[src/design/user_register_block_params.svh]
`ifndef USER_REGISTER_BLOCK_PARAMS_SVH
`define USER_REGISTER_BLOCK_PARAMS_SVH

// ----------------------------------------
// Widths
// ----------------------------------------
`define UR_WORD_ADDR_W 13
`define UR_BYTE_ADDR_W 15
`define UR_BUF_ADDR_W 11
`define UR_SUBQ_DEPTH 16

// ----------------------------------------
// Window selection on byte address bits 14:13 and 9:8
// ----------------------------------------
`define UR_TOP_REGS 2'h0
`define UR_TOP_IDEN 2'h1
`define UR_TOP_CBUF 2'h2
`define UR_SUB_CTRL 2'h0
`define UR_SUB_STAT 2'h1
`define UR_SUB_CSUB 2'h2
`define UR_SUB_CCOMP 2'h3

// ----------------------------------------
// Write-only control words (byte offsets)
// ----------------------------------------
`define UR_OFS_START_LO 15'h0000
`define UR_OFS_START_HI 15'h0004
`define UR_OFS_LEN_LO 15'h0008
`define UR_OFS_LEN_HI 15'h000c
`define UR_OFS_COMMAND 15'h0010
`define UR_OFS_PATTERN 15'h0014
`define UR_OFS_TIMEOUT 15'h0020

// ----------------------------------------
// Read-only status words (byte offsets)
// ----------------------------------------
`define UR_OFS_CORE_STATUS 15'h0100
`define UR_OFS_CAP_LO 15'h0104
`define UR_OFS_CAP_HI 15'h0108
`define UR_OFS_ERROR_KIND 15'h010c
`define UR_OFS_LINK_STATUS 15'h0110
`define UR_OFS_COMPLETION 15'h0114
`define UR_OFS_CAPABILITY 15'h0118
`define UR_OFS_PROBE_PINS 15'h011c

// ----------------------------------------
// Field positions
// ----------------------------------------
`define UR_BIT_BUSY 0
`define UR_BIT_ERROR 1
`define UR_BIT_VERIFY_FAIL 2
`define UR_BIT_SECTOR_MODE 31
`define UR_BIT_LINK_UP 0
`define UR_BIT_SPEED_MSB 16

// ----------------------------------------
// Reset values
// ----------------------------------------
`define UR_RST_WORD 32'h0000_0000
`define UR_RST_WIDE 48'h0000_0000_0000
`define UR_RST_CODE 3'h0

`endif

[src/design/user_register_block_pkg.sv]
package user_register_block_pkg;

    // Decoded access window
    typedef enum logic [2:0] {
        WIN_CTRL  = 3'b000,
        WIN_STAT  = 3'b001,
        WIN_CSUB  = 3'b010,
        WIN_CCOMP = 3'b011,
        WIN_IDEN  = 3'b100,
        WIN_CBUF  = 3'b101,
        WIN_NONE  = 3'b110
    } window_e;

    // Command codes toward the core
    typedef enum logic [2:0] {
        CMD_IDENTIFY = 3'b000,
        CMD_SHUTDOWN = 3'b001,
        CMD_WRITE    = 3'b010,
        CMD_READ     = 3'b011,
        CMD_HEALTH   = 3'b100,
        CMD_RSVD5    = 3'b101,
        CMD_FLUSH    = 3'b110,
        CMD_RSVD7    = 3'b111
    } command_e;

    // Test data pattern codes
    typedef enum logic [2:0] {
        PAT_INCREMENT = 3'b000,
        PAT_DECREMENT = 3'b001,
        PAT_ZEROS     = 3'b010,
        PAT_ONES      = 3'b011,
        PAT_LFSR      = 3'b100
    } pattern_e;

endpackage

[src/design/user_register_block.sv]
`timescale 1ns/1ps
`include "user_register_block_params.svh"

// How it works
// - Control window 0x0000-0x00FF is write-only
// - Custom parameter window 0x0200-0x02FF write-only
// - Status window 0x0100-0x01FF is read-only
// - Custom status window 0x0300-0x03FF read-only
// - Identify buffer readable, never written
// - Custom buffer forwarded for writes and reads
// - Upper address bits pick the active unit
// - Whole-word writes, byte lanes ignored
// - Two-level read mux: low then high bits
// - Read valid is request through two flops
// - Start sector from two words, 48 bits
// - Sector count from two words, 48 bits
// - Command code in bits 2:0
// - Command write issues core request
// - Pattern select in bits 2:0
// - Full word drives timeout setting
// - Status word: busy, error, verify fail
// - Capacity words plus sector-size mode bit
// - Error kind, capability, probe pins read
// - Link up bit and split speed code
// - Lane width and LTSSM in link status
// - Admin and I/O completion codes packed
module user_register_block (
    // Clock and reset
    input wire logic i_clk,
    input wire logic i_rst,
    // Register interface from the crossing bridge
    input wire logic [`UR_WORD_ADDR_W-1:0] i_shared_word_address,
    input wire logic i_write_strobe,
    input wire logic [31:0] i_write_data,
    input wire logic [3:0] i_write_byte_lanes,
    input wire logic i_read_request_strobe,
    output logic o_read_valid_strobe,
    output logic [31:0] o_read_data,
    // Settings toward the core and pattern tester
    output logic [47:0] o_start_sector,
    output logic [47:0] o_sector_count,
    output logic [2:0] o_command_code,
    output logic o_command_request,
    output logic [2:0] o_pattern_select,
    output logic [31:0] o_timeout_setting,
    // Status from the core and pattern tester
    input wire logic i_core_busy_flag,
    input wire logic i_core_error_flag,
    input wire logic i_verify_fail_flag,
    input wire logic [47:0] i_disk_capacity,
    input wire logic i_sector_size_mode,
    input wire logic [31:0] i_error_kind,
    input wire logic [15:0] i_admin_completion_code,
    input wire logic [15:0] i_io_completion_code,
    input wire logic [31:0] i_drive_capability_word,
    input wire logic [31:0] i_core_probe_pins,
    // Link status
    input wire logic i_link_up,
    input wire logic [2:0] i_link_speed,
    input wire logic [3:0] i_link_width,
    input wire logic [5:0] i_ltssm_state,
    // Custom command queue words
    output logic [32*`UR_SUBQ_DEPTH-1:0] o_custom_submission,
    input wire logic [127:0] i_custom_completion,
    // Identify buffer read port, one cycle latency
    output logic o_identify_rd_en,
    output logic [`UR_BUF_ADDR_W-1:0] o_identify_rd_addr,
    input wire logic [31:0] i_identify_rd_data,
    // Custom buffer port, one cycle read latency
    output logic o_custom_rd_en,
    output logic [`UR_BUF_ADDR_W-1:0] o_custom_rd_addr,
    input wire logic [31:0] i_custom_rd_data,
    output logic o_custom_wr_en,
    output logic [`UR_BUF_ADDR_W-1:0] o_custom_wr_addr,
    output logic [31:0] o_custom_wr_data
);

    // ----------------------------------------
    // Address decode
    // ----------------------------------------

    logic [`UR_BYTE_ADDR_W-1:0] byte_addr; // Word address scaled to bytes
    user_register_block_pkg::window_e win; // Window hit by this access
    logic wr_ctrl; // Write landing in control window
    logic wr_csub; // Write landing in submission words
    logic [3:0] csub_idx; // Submission word index

    // Byte lanes are deliberately unused: the register file is word-only
    assign byte_addr = {i_shared_word_address, 2'b00};

    // Top bits choose buffer or register area, then bits 9:8 the sub-area
    always_comb begin
        win = user_register_block_pkg::WIN_NONE;
        if (byte_addr[14:13] == `UR_TOP_IDEN) begin
            win = user_register_block_pkg::WIN_IDEN;
        end else if (byte_addr[14:13] == `UR_TOP_CBUF) begin
            win = user_register_block_pkg::WIN_CBUF;
        end else if (byte_addr[14:10] == 5'h00) begin
            if (byte_addr[9:8] == `UR_SUB_CTRL) begin
                win = user_register_block_pkg::WIN_CTRL;
            end else if (byte_addr[9:8] == `UR_SUB_STAT) begin
                win = user_register_block_pkg::WIN_STAT;
            end else if (byte_addr[9:8] == `UR_SUB_CSUB) begin
                win = user_register_block_pkg::WIN_CSUB;
            end else begin
                win = user_register_block_pkg::WIN_CCOMP;
            end
        end
    end

    // Only write-enabled windows accept a strobe; status and identify drop it
    assign wr_ctrl = i_write_strobe && (win == user_register_block_pkg::WIN_CTRL);
    assign wr_csub = i_write_strobe && (win == user_register_block_pkg::WIN_CSUB)
                     && (byte_addr[7:6] == 2'b00);
    assign csub_idx = byte_addr[5:2];

    // ----------------------------------------
    // Control words
    // ----------------------------------------

    // Start sector, 48 bits from low and high words
    always_ff @(posedge i_clk or posedge i_rst) begin
        if (i_rst) begin
            o_start_sector <= `UR_RST_WIDE;
        end else if (wr_ctrl && byte_addr == `UR_OFS_START_LO) begin
            o_start_sector[31:0] <= i_write_data;
        end else if (wr_ctrl && byte_addr == `UR_OFS_START_HI) begin
            o_start_sector[47:32] <= i_write_data[15:0];
        end
    end

    // Sector count, 48 bits from low and high words
    always_ff @(posedge i_clk or posedge i_rst) begin
        if (i_rst) begin
            o_sector_count <= `UR_RST_WIDE;
        end else if (wr_ctrl && byte_addr == `UR_OFS_LEN_LO) begin
            o_sector_count[31:0] <= i_write_data;
        end else if (wr_ctrl && byte_addr == `UR_OFS_LEN_HI) begin
            o_sector_count[47:32] <= i_write_data[15:0];
        end
    end

    // Command code and its request pulse; reserved codes pass to the core as is
    always_ff @(posedge i_clk or posedge i_rst) begin
        if (i_rst) begin
            o_command_code <= `UR_RST_CODE;
            o_command_request <= 1'b0;
        end else begin
            o_command_request <= wr_ctrl && (byte_addr == `UR_OFS_COMMAND);
            if (wr_ctrl && byte_addr == `UR_OFS_COMMAND) begin
                o_command_code <= i_write_data[2:0];
            end
        end
    end

    // Pattern select for the tester
    always_ff @(posedge i_clk or posedge i_rst) begin
        if (i_rst) begin
            o_pattern_select <= `UR_RST_CODE;
        end else if (wr_ctrl && byte_addr == `UR_OFS_PATTERN) begin
            o_pattern_select <= i_write_data[2:0];
        end
    end

    // Timeout setting, whole word
    always_ff @(posedge i_clk or posedge i_rst) begin
        if (i_rst) begin
            o_timeout_setting <= `UR_RST_WORD;
        end else if (wr_ctrl && byte_addr == `UR_OFS_TIMEOUT) begin
            o_timeout_setting <= i_write_data;
        end
    end

    // ----------------------------------------
    // Custom submission words
    // ----------------------------------------

    // One word register per entry; writes past 0x23F hit nothing
    genvar gi;
    generate
        for (gi = 0; gi < `UR_SUBQ_DEPTH; gi = gi + 1) begin : g_subq
            always_ff @(posedge i_clk or posedge i_rst) begin
                if (i_rst) begin
                    o_custom_submission[32*gi +: 32] <= `UR_RST_WORD;
                end else if (wr_csub && csub_idx == 4'(gi)) begin
                    o_custom_submission[32*gi +: 32] <= i_write_data;
                end
            end
        end
    endgenerate

    // ----------------------------------------
    // Buffer ports
    // ----------------------------------------

    // Read addresses follow the shared address, which the bridge holds
    assign o_identify_rd_addr = byte_addr[12:2];
    assign o_custom_rd_addr = byte_addr[12:2];
    assign o_identify_rd_en = i_read_request_strobe && (win == user_register_block_pkg::WIN_IDEN);
    assign o_custom_rd_en = i_read_request_strobe && (win == user_register_block_pkg::WIN_CBUF);

    // Custom buffer write is registered; identify buffer has no write path
    always_ff @(posedge i_clk or posedge i_rst) begin
        if (i_rst) begin
            o_custom_wr_en <= 1'b0;
            o_custom_wr_addr <= {`UR_BUF_ADDR_W{1'b0}};
            o_custom_wr_data <= `UR_RST_WORD;
        end else begin
            o_custom_wr_en <= i_write_strobe && (win == user_register_block_pkg::WIN_CBUF);
            if (i_write_strobe && win == user_register_block_pkg::WIN_CBUF) begin
                o_custom_wr_addr <= byte_addr[12:2];
                o_custom_wr_data <= i_write_data;
            end
        end
    end

    // ----------------------------------------
    // Read path, first mux level
    // ----------------------------------------

    logic [31:0] reg_rd; // Word picked inside register area
    logic [31:0] link_word; // Packed link status
    logic rd_pend_r; // Request one cycle old
    user_register_block_pkg::window_e win_r; // Window of pending read
    logic [31:0] reg_rd_r; // Registered register-area word

    // Speed code is split: two low bits at 3:2, top bit at 16
    always_comb begin
        link_word = `UR_RST_WORD;
        link_word[`UR_BIT_LINK_UP] = i_link_up;
        link_word[3:2] = i_link_speed[1:0];
        link_word[`UR_BIT_SPEED_MSB] = i_link_speed[2];
        link_word[7:4] = i_link_width;
        link_word[13:8] = i_ltssm_state;
    end

    // Low address bits select a word; write-only and holes read zero
    always_comb begin
        reg_rd = `UR_RST_WORD;
        if (win == user_register_block_pkg::WIN_STAT) begin
            if (byte_addr == `UR_OFS_CORE_STATUS) begin
                reg_rd[`UR_BIT_BUSY] = i_core_busy_flag;
                reg_rd[`UR_BIT_ERROR] = i_core_error_flag;
                reg_rd[`UR_BIT_VERIFY_FAIL] = i_verify_fail_flag;
            end else if (byte_addr == `UR_OFS_CAP_LO) begin
                reg_rd = i_disk_capacity[31:0];
            end else if (byte_addr == `UR_OFS_CAP_HI) begin
                reg_rd[15:0] = i_disk_capacity[47:32];
                reg_rd[`UR_BIT_SECTOR_MODE] = i_sector_size_mode;
            end else if (byte_addr == `UR_OFS_ERROR_KIND) begin
                reg_rd = i_error_kind;
            end else if (byte_addr == `UR_OFS_LINK_STATUS) begin
                reg_rd = link_word;
            end else if (byte_addr == `UR_OFS_COMPLETION) begin
                reg_rd = {i_io_completion_code, i_admin_completion_code};
            end else if (byte_addr == `UR_OFS_CAPABILITY) begin
                reg_rd = i_drive_capability_word;
            end else if (byte_addr == `UR_OFS_PROBE_PINS) begin
                reg_rd = i_core_probe_pins;
            end
        end else if (win == user_register_block_pkg::WIN_CCOMP && byte_addr[7:4] == 4'h0) begin
            reg_rd = i_custom_completion[32*byte_addr[3:2] +: 32];
        end
    end

    // Stage one: capture register word and window, buffers answer meanwhile
    always_ff @(posedge i_clk or posedge i_rst) begin
        if (i_rst) begin
            rd_pend_r <= 1'b0;
            win_r <= user_register_block_pkg::WIN_NONE;
            reg_rd_r <= `UR_RST_WORD;
        end else begin
            rd_pend_r <= i_read_request_strobe;
            if (i_read_request_strobe) begin
                win_r <= win;
                reg_rd_r <= reg_rd;
            end
        end
    end

    // ----------------------------------------
    // Read path, second mux level
    // ----------------------------------------

    // Stage two: upper bits pick among sub-units; data held until next read
    always_ff @(posedge i_clk or posedge i_rst) begin
        if (i_rst) begin
            o_read_valid_strobe <= 1'b0;
            o_read_data <= `UR_RST_WORD;
        end else begin
            o_read_valid_strobe <= rd_pend_r;
            if (rd_pend_r) begin
                if (win_r == user_register_block_pkg::WIN_IDEN) begin
                    o_read_data <= i_identify_rd_data;
                end else if (win_r == user_register_block_pkg::WIN_CBUF) begin
                    o_read_data <= i_custom_rd_data;
                end else begin
                    o_read_data <= reg_rd_r;
                end
            end
        end
    end

endmodule

[config.mk]
export PLATFORM = sky130hd
export DESIGN_NAME = user_register_block
export DESIGN_NICKNAME = d
export VERILOG_FILES = /design/src/design/user_register_block_pkg.sv /design/src/design/user_register_block.sv
export VERILOG_INCLUDE_DIRS = /design/src /design/src/design
export SDC_FILE = /design/constraint.sdc
export NUM_CORES = 1
export LEC_CHECK = 0
export ABC_AREA = 1
export BUFFER_PORTS_ARGS = -buffer_cell sky130_fd_sc_hd__clkbuf_2
export CORE_AREA = 4 4 465 467
export DETAILED_ROUTE_END_ITERATION = 6
export DIE_AREA = 0 0 469 471
export HOLD_SLACK_MARGIN = 0.12
export SYNTH_ARGS = -nofsm -noshare
export SYNTH_HDL_FRONTEND = slang
export SYNTH_SLANG_ARGS = --single-unit
[constraint.sdc]
create_clock -name i_clk -period 27.9 [get_ports i_clk]
set_clock_uncertainty 0.05 [all_clocks]
set_input_delay 2.79 -clock i_clk [delete_from_list [all_inputs] [get_ports i_clk]]
set_output_delay 2.79 -clock i_clk [all_outputs]
set_load 0.02 [all_outputs]
==> results.cfg, run 1 <==
[outcome]
status = finished clean

[critical_path]
crit_buf_inv = 5
crit_path_start_kind = input pin
cp_top_family = buffers and inverters
worstPathArrival_ns = 4.13
endpoint_kind = output port
crit_required_ns = 25.06
worstPathCellList = clkbuf_2 -> buf_4 -> inv_1 -> buf_4 -> nor3_1 -> clkbuf_2
critical_path_class = input pin to output port
critPathSlowestCell = buf_4
path_max_fanout = 53
critPathMaxStageDelay_ns = 0.49

[timing]
setup_viol = 0
max-slew-margin-rel_pct = 19.4
fin_crit_ns = 6.97
fmax_mhz = 143
drv_slew = 0
worstMarginPinSlew_ns = 1.20
period_share_pct = 25.0
rsz0062_at_grt = no
timing.final.ws_setup_ns = 20.93
fin_tns_setup_ns = 0
hold_violations = 0

[route]
drc = 0
dr.pass1.iters = 6
detail_route.wl_per_cell_um = 24.4
drtAntennaViolNets = 0
via_count = 31800
routed_wl_mm = 191
drtIter0Drc = 2658
vias_per_cell = 4.07

[final_layout]
fin_nets = 5340
drive_gt1_share_pct = 29.2
syn2layout_area_growth_pct = 37.1
postLayoutCellArea_um2 = 44400
nFillCells = 23400

[grt]
grt-ovfl-total = 0
grt_max_degree = 173
grt_use_total_pct = 16.6
antenna_found_initial = 56
grt_pass1_wl_mm = 255
grt_pass1_vias = 31500

[clock_network]
tritoncts = yes
clock-sinks = 760
cts_buffers = 87
cts_hold_buf = 0
cts_resized = 0
postCtsSetupRepairBufs = 0
clock_latency_ns = 0.71
path_clk_slew_ns = 0.06
htree_num_levels = 3
max-clock-path-buffers = 3
clockRootBuffer = clkbuf_16

[power]
max-vdd-ir-drop_v = 0.0000406
leakage_nw = 24.0
cellPowerDensity_nw_per_um2 = 58.2
total_power_mw = 2.59

[placed_design]
post-place-ws_ns = 20.73
place_congestion = 0.879
dp_hpwl_mm = 142
place_area_um2 = 41400
port_buffers = 1182

[logic_synthesis]
yosysWarningCount = 0
postSynthCellCount = 3833
async_reset_ff_share_pct = 100
synth_edf_count = 0
synth.ff_latch_count = 760
ys.flop_type = dfrtp_1
synth_fp_nets = 4272
yosys.cell_types.count = 36
avgSynthCellArea_um2 = 8.46
yosysSeqAreaShare_pct = 58.7
syn_area_um2 = 32400

[die]
dieWidth_um = 469
dieHeight_um = 471
start_util_pct = 15.3
dieArea_um2 = 221000
ioPinCount = 1187
num_rows = 169
core-area_um2 = 212000

[worst_hold_path]
min_path_type = flop to flop

[job]
maxCapViolations = 0
-- through the flow --
step,utilization [%],instances,hold WS (ns)
finish,21.0,7814,0.424
detailed placement,19.5,7633,0.411
floorplan,-,3833,0.302
global placement,19.5,7633,0.405
global route,21.0,7807,0.450
CTS,21.0,7793,0.426
-- tightest hold or removal path, stage by stage (launching register included) --
cell and delay, ns:
dfrtp_1 0.34, nand2_1 0.05, nand2_1 0.05
-- sequential cells by signal, indices dropped and copies added, names as in the netlist --
signal               cells
o_custom_wr_en           1
o_pattern_select         3
o_sector_count          48
o_custom_submission    512
o_start_sector          48
o_command_request        1
reg_rd_r                32
o_command_code           3
rd_pend_r                1
o_custom_wr_data        32
o_read_data             32
o_timeout_setting       32
o_read_valid_strobe      1
o_custom_wr_addr        11
win_r                    3
-- layout make-up --
class | instances | area, um^2 | area share [%]
Sequential cell | 760 | 19000 | 42.8
Multi-Input combinational cell | 2369 | 10700 | 24.2
Timing Repair Buffer | 1249 | 6440 | 14.5
Tap cell | 2821 | 3530 | 7.94
Clock buffer | 119 | 2530 | 5.69
Inverter | 434 | 1640 | 3.69
Clock inverter | 41 | 484 | 1.09
Antenna cell | 21 | 52.6 | 0.118
-- cells by family after synthesis --
group           share of synthesized area (%)
flops                                    58.7
compound gates                           14.9
simple gates                             17.7
buf+inv                                  8.71
-- worst paths after layout --
check                                      startpoint                        to  slack (ns)  cells after the start
worst min-delay path              o_custom_wr_addr[9]       o_custom_wr_addr[9]        0.42                      2
worst max-delay path            i_read_request_strobe          o_identify_rd_en       20.93                      6
max in group asynchronous                       i_rst  o_custom_submission[503]       21.63                      6
min in group asynchronous                       i_rst      o_custom_wr_data[14]        2.21                      2
worst max register to register               win_r[2]           o_read_data[12]       24.63                      8
worst min register to register    o_custom_wr_addr[9]       o_custom_wr_addr[9]        0.42                      2
-- placed cells by master (no fill, tap or decap), types with 6 or more instances in the layout --
| cell type | count |
|---|---|
| nand4_1 | 23 |
| o21bai_1 | 11 |
| buf_4 | 65 |
| clkbuf_8 | 23 |
| o21ai_0 | 748 |
| nor3_4 | 7 |
| clkinv_2 | 18 |
| o22ai_1 | 13 |
| a22oi_1 | 42 |
| clkbuf_16 | 87 |
| nand2_1 | 1186 |
| dfrtp_1 | 758 |
| o221ai_1 | 14 |
| inv_6 | 7 |
| clkbuf_1 | 9 |
| clkbuf_2 | 1182 |
| nand2_2 | 7 |
| a21oi_1 | 60 |
| inv_2 | 6 |
| diode_2 | 21 |
| nor2_1 | 107 |
| inv_1 | 424 |
| o31ai_1 | 18 |
| nor2_4 | 11 |
| nand3_1 | 95 |
-- cells in the mapped netlist, types with 2 or more instances --
master    instances  area, um^2
clkinv_1          2        7.51
o21ai_1           3        15.0
buf_1             8        30.0
nand2_1        1194        4480
o21bai_1         11        82.6
clkbuf_2          3        15.0
nand3_1          95         475
o221ai_1         14         123
a21oi_1          60         300
o31ai_1          18         135
inv_1           426        1600
buf_2            66         330
nor2_2            5        31.3
nor2_1          118         443
o21ai_0         749        3750
nor3_1            6        30.0
a211oi_1          2        15.0
inv_2             6        22.5
dfstp_2           2        52.6
a22oi_1          42         315
buf_4            23         173
nor3_2            7        70.1
o22ai_1          13        81.3
nand4_1          23         144
dfrtp_1         758       19000
clkbuf_1        169         634
-- power breakdown --
group	total, mW	internal [mW]	switching [mW]	leakage [nW]
Combinational	0.236	0.0583	0.177	13.2
Clock	1.21	0.690	0.522	1.49
Sequential	1.14	1.13	0.0143	9.30
-- layer usage --
metal	up-vias	global-route usage, %	wire (um)
met5	-	0	100
met4	14	7.32	8400
met3	331	4.72	17700
met2	1648	28.5	92800
met1	15500	19.1	71900
li1	14300	-	-
Power figures use the tool's default switching activity.
==> run 2: changes to the inputs <==
--- a/config.mk
+++ b/config.mk
@@ -8,9 +8,9 @@
 export LEC_CHECK = 0
 export ABC_AREA = 1
 export BUFFER_PORTS_ARGS = -buffer_cell sky130_fd_sc_hd__clkbuf_2
-export CORE_AREA = 4 4 465 467
+export CORE_AREA = 4 4 462 464
 export DETAILED_ROUTE_END_ITERATION = 6
-export DIE_AREA = 0 0 469 471
+export DIE_AREA = 0 0 466 468
 export HOLD_SLACK_MARGIN = 0.12
 export SYNTH_ARGS = -nofsm -noshare
 export SYNTH_HDL_FRONTEND = slang
==> constraint.sdc (replaced) <==
create_clock -name i_clk -period 5.7 [get_ports i_clk]
set_clock_uncertainty 0.05 [all_clocks]
set_input_delay 0.57 -clock i_clk [delete_from_list [all_inputs] [get_ports i_clk]]
set_output_delay 0.57 -clock i_clk [all_outputs]
set_load 0.02 [all_outputs]
==> results.cfg, run 2 (synthesis gave the netlist of run 1 again) <==
[clock_network]
clockRootBuffer = clkbuf_16
postCtsSetupRepairBufs = 0
cts_resized = 0
clock_latency_ns = 0.70
path_clk_slew_ns = 0.06
clock-sinks = 760
tritoncts = yes
cts_buffers = 86
max-clock-path-buffers = 3
htree_num_levels = 3
cts_hold_buf = 62

[route]
routed_wl_mm = 191
dr.pass1.iters = 6
drtAntennaViolNets = 0
vias_per_cell = 4.06
drtIter0Drc = 2747
drc = 0
detail_route.wl_per_cell_um = 24.1
via_count = 32000

[die]
start_util_pct = 15.5
dieHeight_um = 468
dieWidth_um = 466
dieArea_um2 = 218000
ioPinCount = 1187
num_rows = 168
core-area_um2 = 209000

[placed_design]
port_buffers = 1182
post-place-ws_ns = 1.43
dp_hpwl_mm = 144
place_congestion = 0.909
placedCellCount = 7638

[final_layout]
nFillCells = 22900
drive_gt1_share_pct = 29.0
layout_common_cells = nand2_1 (1,186), clkbuf_2 (1,182), dfrtp_1 (758)
finalNonFillerCells = 7900
fin_nets = 5422
regMostFlops = o_custom_submission
final_common_cell = nand2_1
largest_register_ff_count = 512
multi_input_area_um2 = 10700
top_regs = o_custom_submission: 512 flops, o_sector_count: 48 flops, o_start_sector: 48 flops
syn2layout_area_growth_pct = 39.8
seq_area_um2 = 19000

[critical_path]
worstPathCellList = dlygate4sd3_1 -> clkbuf_2 -> nor2_1 -> nand3_1 -> buf_4 -> o21ai_2 -> clkinv_1 -> nand2_1 -> nor2_4 -> buf_4 -> o21ai_0 -> inv_1
r2r_slack_ns = 1.94
critPathSlowestCell = clkinv_1
rr_startpoint = win_r[2]
path_max_fanout = 33
endpoint_kind = flop
critPathMostFrequentCell = buf_4
rr_endpoint = o_read_data[29]
crit_path_start_kind = input pin
worstPathArrival_ns = 4.31
crit_required_ns = 6.21
critPathMaxStageDelay_ns = 0.77
critical_path_class = input pin to flop
r2r_cells = 9

[worst_hold_path]
min_path_type = input pin to flop
holdPathEnd = o_custom_wr_addr[5]
min-delay-start = i_shared_word_address[5]
worstHoldPathCells = 3

[timing]
period_share_pct = 66.7
fin_tns_setup_ns = 0
timing.final.ws_setup_ns = 1.90
max-slew-margin-rel_pct = 25.4
fin_crit_ns = 3.80
rsz0062_at_grt = no
hold_violations = 0
setup_viol = 0
hold_slack_ns = 0.229
drv_slew = 0
worstMarginPinSlew_ns = 1.11
fmax_mhz = 263

[grt]
grt-ovfl-total = 0
antenna_found_initial = 59
grt_pass1_vias = 31500
grt_max_degree = 108
grt_pass1_wl_mm = 256
grt_use_total_pct = 16.7

[power]
leakage_nw = 24.3
max-vdd-ir-drop_v = 0.000220
cellPowerDensity_nw_per_um2 = 282

[job]
maxCapViolations = 0

[outcome]
status = finished clean
## run 2: cell types whose count changed in the layout (fill, tap and decap cells not counted), sizes merged
cell | before | now
clkinv | 28 | 21
bufinv | 5 | 6
dlygate4sd3 | 0 | 62
buf | 67 | 88
clkbuf | 1301 | 1307
diode | 21 | 39
clkinvlp | 2 | 6
inv | 440 | 437
## run 2: report_power, final
group	leakage (nW)	total, mW	internal (mW)	switching [mW]
clock	1.47	5.94	3.39	2.55
combinational	13.5	1.23	0.330	0.905
sequential	9.30	5.59	5.51	0.0740
## run 2: worst max-delay path: cells and delay by family
family                 cells  cell delay, ns
AO/OA/AOI/OAI              2            0.43
AND/OR/NAND/NOR            4            1.14
buffers and inverters      6            2.09
## run 2: metal layers
layer  vias up  track usage, %  share of wire [%]
met1     15700            19.1                 38
li1      14500               -                  -
met5         -               0              0.075
met3       322            5.16                8.8
met2      1564            28.7                 49
met4        22            7.37                4.4
## run 2: worst max-delay path by stage
stage | start | endpoint | slack (ns) | depth (start not counted)
5_1_grt | i_shared_word_address[9] | o_custom_submission[151] | 1.68 | 12
3_3_place_gp | i_shared_word_address[3] | reg_rd_r[2] | 1.46 | 13
6_report | i_shared_word_address[9] | o_custom_submission[151] | 1.90 | 12
2_1_floorplan | i_rst | o_command_code[0] | -5.34 | 1
4_1_cts | win_r[2] | o_read_data[28] | 1.80 | 9
3_5_place_dp | i_shared_word_address[3] | reg_rd_r[2] | 1.43 | 14
## run 2: area by class of cell
class	instances	area share, %
Tap cell	2805	7.74
Inverter	434	3.61
Clock buffer	125	5.53
Sequential cell	760	42.0
Antenna cell	39	0.215
Clock inverter	36	1.17
Multi-Input combinational cell	2369	23.7
Timing Repair Buffer	1332	16.1
## run 2: stage by stage
step	instance area, um^2	power (mW)	util [%]
finish	45300	12.8	21.7
global route	45300	13.3	21.6
CTS	45200	13.0	21.6
detailed placement	41600	6.90	19.9
global placement	41600	6.89	19.9
floorplan	32400	6.17	-
==> run 3: changes to the inputs <==
==> constraint.sdc (replaced) <==
create_clock -name i_clk -period 3.38 [get_ports i_clk]
set_clock_uncertainty 0.05 [all_clocks]
set_input_delay 0.338 -clock i_clk [delete_from_list [all_inputs] [get_ports i_clk]]
set_output_delay 0.338 -clock i_clk [all_outputs]
set_load 0.02 [all_outputs]
==> results.cfg, run 3 (synthesis gave the netlist of run 1 again) <==
[clock_network]
path_clk_slew_ns = 0.06
tritoncts = yes
clock_latency_ns = 0.71
max-clock-path-buffers = 3
postCtsSetupRepairBufs = 0
htree_num_levels = 3
cts_buffers = 89
clock-sinks = 760
clockRootBuffer = clkbuf_16

[critical_path]
endpoint_kind = flop
cp.depth = 13
r2r_cells = 8
critPathLaunch = i_shared_word_address[3]
rr_startpoint = win_r[1]
endpoint = reg_rd_r[28]
rr_endpoint = o_read_data[11]
critPathMaxStageDelay_ns = 0.56
cp_top_family = buffers and inverters
crit_buf_inv = 6
crit_required_ns = 3.94
r2r_slack_ns = 0.49
critPathSlowestCell = dlygate4sd3_1
critical_path_class = input pin to flop
path_max_fanout = 9
worstPathCellList = dlygate4sd3_1 -> clkbuf_2 -> nor2_1 -> inv_1 -> nor2_1 -> inv_2 -> nor3_2 -> buf_4 -> a21oi_1 -> nand3_1 -> dlygate4sd3_1 -> nand2_1 -> o21ai_0
crit_path_start_kind = input pin
worstPathArrival_ns = 3.85

[route]
detail_route.wl_per_cell_um = 23.9
via_count = 33100
drc = 0
routed_wl_mm = 194
drtIter0Drc = 2508
vias_per_cell = 4.09
drtAntennaViolNets = 0
dr.pass1.iters = 6

[final_layout]
final_common_cell = nand2_1
largest_register_ff_count = 512
syn2layout_area_growth_pct = 46.9
regMostFlops = o_custom_submission
top_regs = o_custom_submission: 512 flops, o_sector_count: 48 flops, o_start_sector: 48 flops
finalNonFillerCells = 8100
layout_common_cells = nand2_1 (1,186), clkbuf_2 (1,182), dfrtp_1 (758)
nFillCells = 22800
drive_gt1_share_pct = 29.1
fin_nets = 5640

[timing]
setup_viol = 0
hold_slack_ns = 0.201
period_share_pct = 97.4
rsz0062_at_grt = no
hold_violations = 0
max-slew-margin-rel_pct = 31.8
worstMarginPinSlew_ns = 1.02
fin_crit_ns = 3.29
drv_slew = 0
fmax_mhz = 304

[grt]
grt_use_total_pct = 17.0
grt_pass1_wl_mm = 261
grt-ovfl-total = 0
grt_max_degree = 95
antenna_found_initial = 57
grt_pass1_vias = 32900

[outcome]
status = finished clean

[power]
cellPowerDensity_nw_per_um2 = 461
leakage_nw = 25.4
max-vdd-ir-drop_v = 0.000355

[job]
maxCapViolations = 0

[die]
num_rows = 168
dieHeight_um = 468
dieArea_um2 = 218000
dieWidth_um = 466
start_util_pct = 15.5
core-area_um2 = 209000
ioPinCount = 1187

[worst_hold_path]
min_path_type = input pin to flop

[placed_design]
port_buffers = 1182
dp_hpwl_mm = 147
place_congestion = 0.965
placedCellCount = 7702
==> run 3: layer usage <==
layer  vias to the layer above  wire length (um)  global-route usage, %  share of wire [%]
met1                     16100             71900                   19.1                 37
met2                      1755             95400                   29.6                 49
met5                         -               185                      0              0.096
met4                        26              8250                   6.84                4.3
met3                       395             17900                   5.49                9.2
li1                      14900                 -                      -                  -
==> run 3: per-stage QoR <==
step                      instance area (um^2)  total power, mW  setup slack [ns]   TNS, ns  utilization, %
final                                    47600             22.0            0.0881         0            22.8
after global routing                     47600             22.8            0.0448         0            22.8
after CTS                                47500             22.3             0.206         0            22.7
after detailed placement                 42300             11.7             0.307         0            20.2
after global placement                   42300             11.7             0.326         0            20.2
after floorplan                          32400             10.4             -7.43  -5639.05               -
==> run 3: worst min-delay path by stage <==
stage,to,start,cells after the start,slack (ns)
3_3_place_gp,o_custom_wr_addr[1],o_custom_wr_addr[1],2,0.41
5_1_grt,reg_rd_r[3],i_custom_completion[67],5,0.17
6_report,reg_rd_r[8],i_custom_completion[72],5,0.20
4_1_cts,reg_rd_r[7],i_custom_completion[71],5,0.12
2_1_floorplan,o_read_valid_strobe,rd_pend_r,0,0.30
3_5_place_dp,o_custom_wr_addr[1],o_custom_wr_addr[1],2,0.41
==> run 3: layout make-up <==
class / count / area (um^2) / area share [%]
timing repair buffer: 1547 / 9510 / 20.0
tap: 2805 / 3510 / 7.37
multi-input combinational: 2369 / 10700 / 22.6
clock buffer: 122 / 2510 / 5.28
inverter: 434 / 1630 / 3.43
clock inverter: 42 / 617 / 1.30
antenna: 21 / 52.6 / 0.110
sequential: 760 / 19000 / 40.0
==> run 3: worst reg2reg max path, delay by kind of cell, from the launching register on <==
family / cells / cell delay (ns)
flops: 1 / 0.54
compound gates: 1 / 0.23
buf+inv: 4 / 1.76
simple gates: 3 / 0.24
==> run 3: timing repair <==
| action | 4_1_cts | 5_1_grt |
|---|---|---|
| resized for setup | 0 | 1 |
| setup endpoints to repair | 0 | 4 |
| hold buffers | 213 | 0 |
| hold endpoints to repair | 254 | 0 |
==> run 3: where the power goes <==
| part | internal (mW) | switching (mW) |
|---|---|---|
| registers | 9.30 | 0.124 |
| clock network | 5.97 | 4.28 |
| logic | 0.703 | 1.58 |
| total | 16.0 | 5.99 |
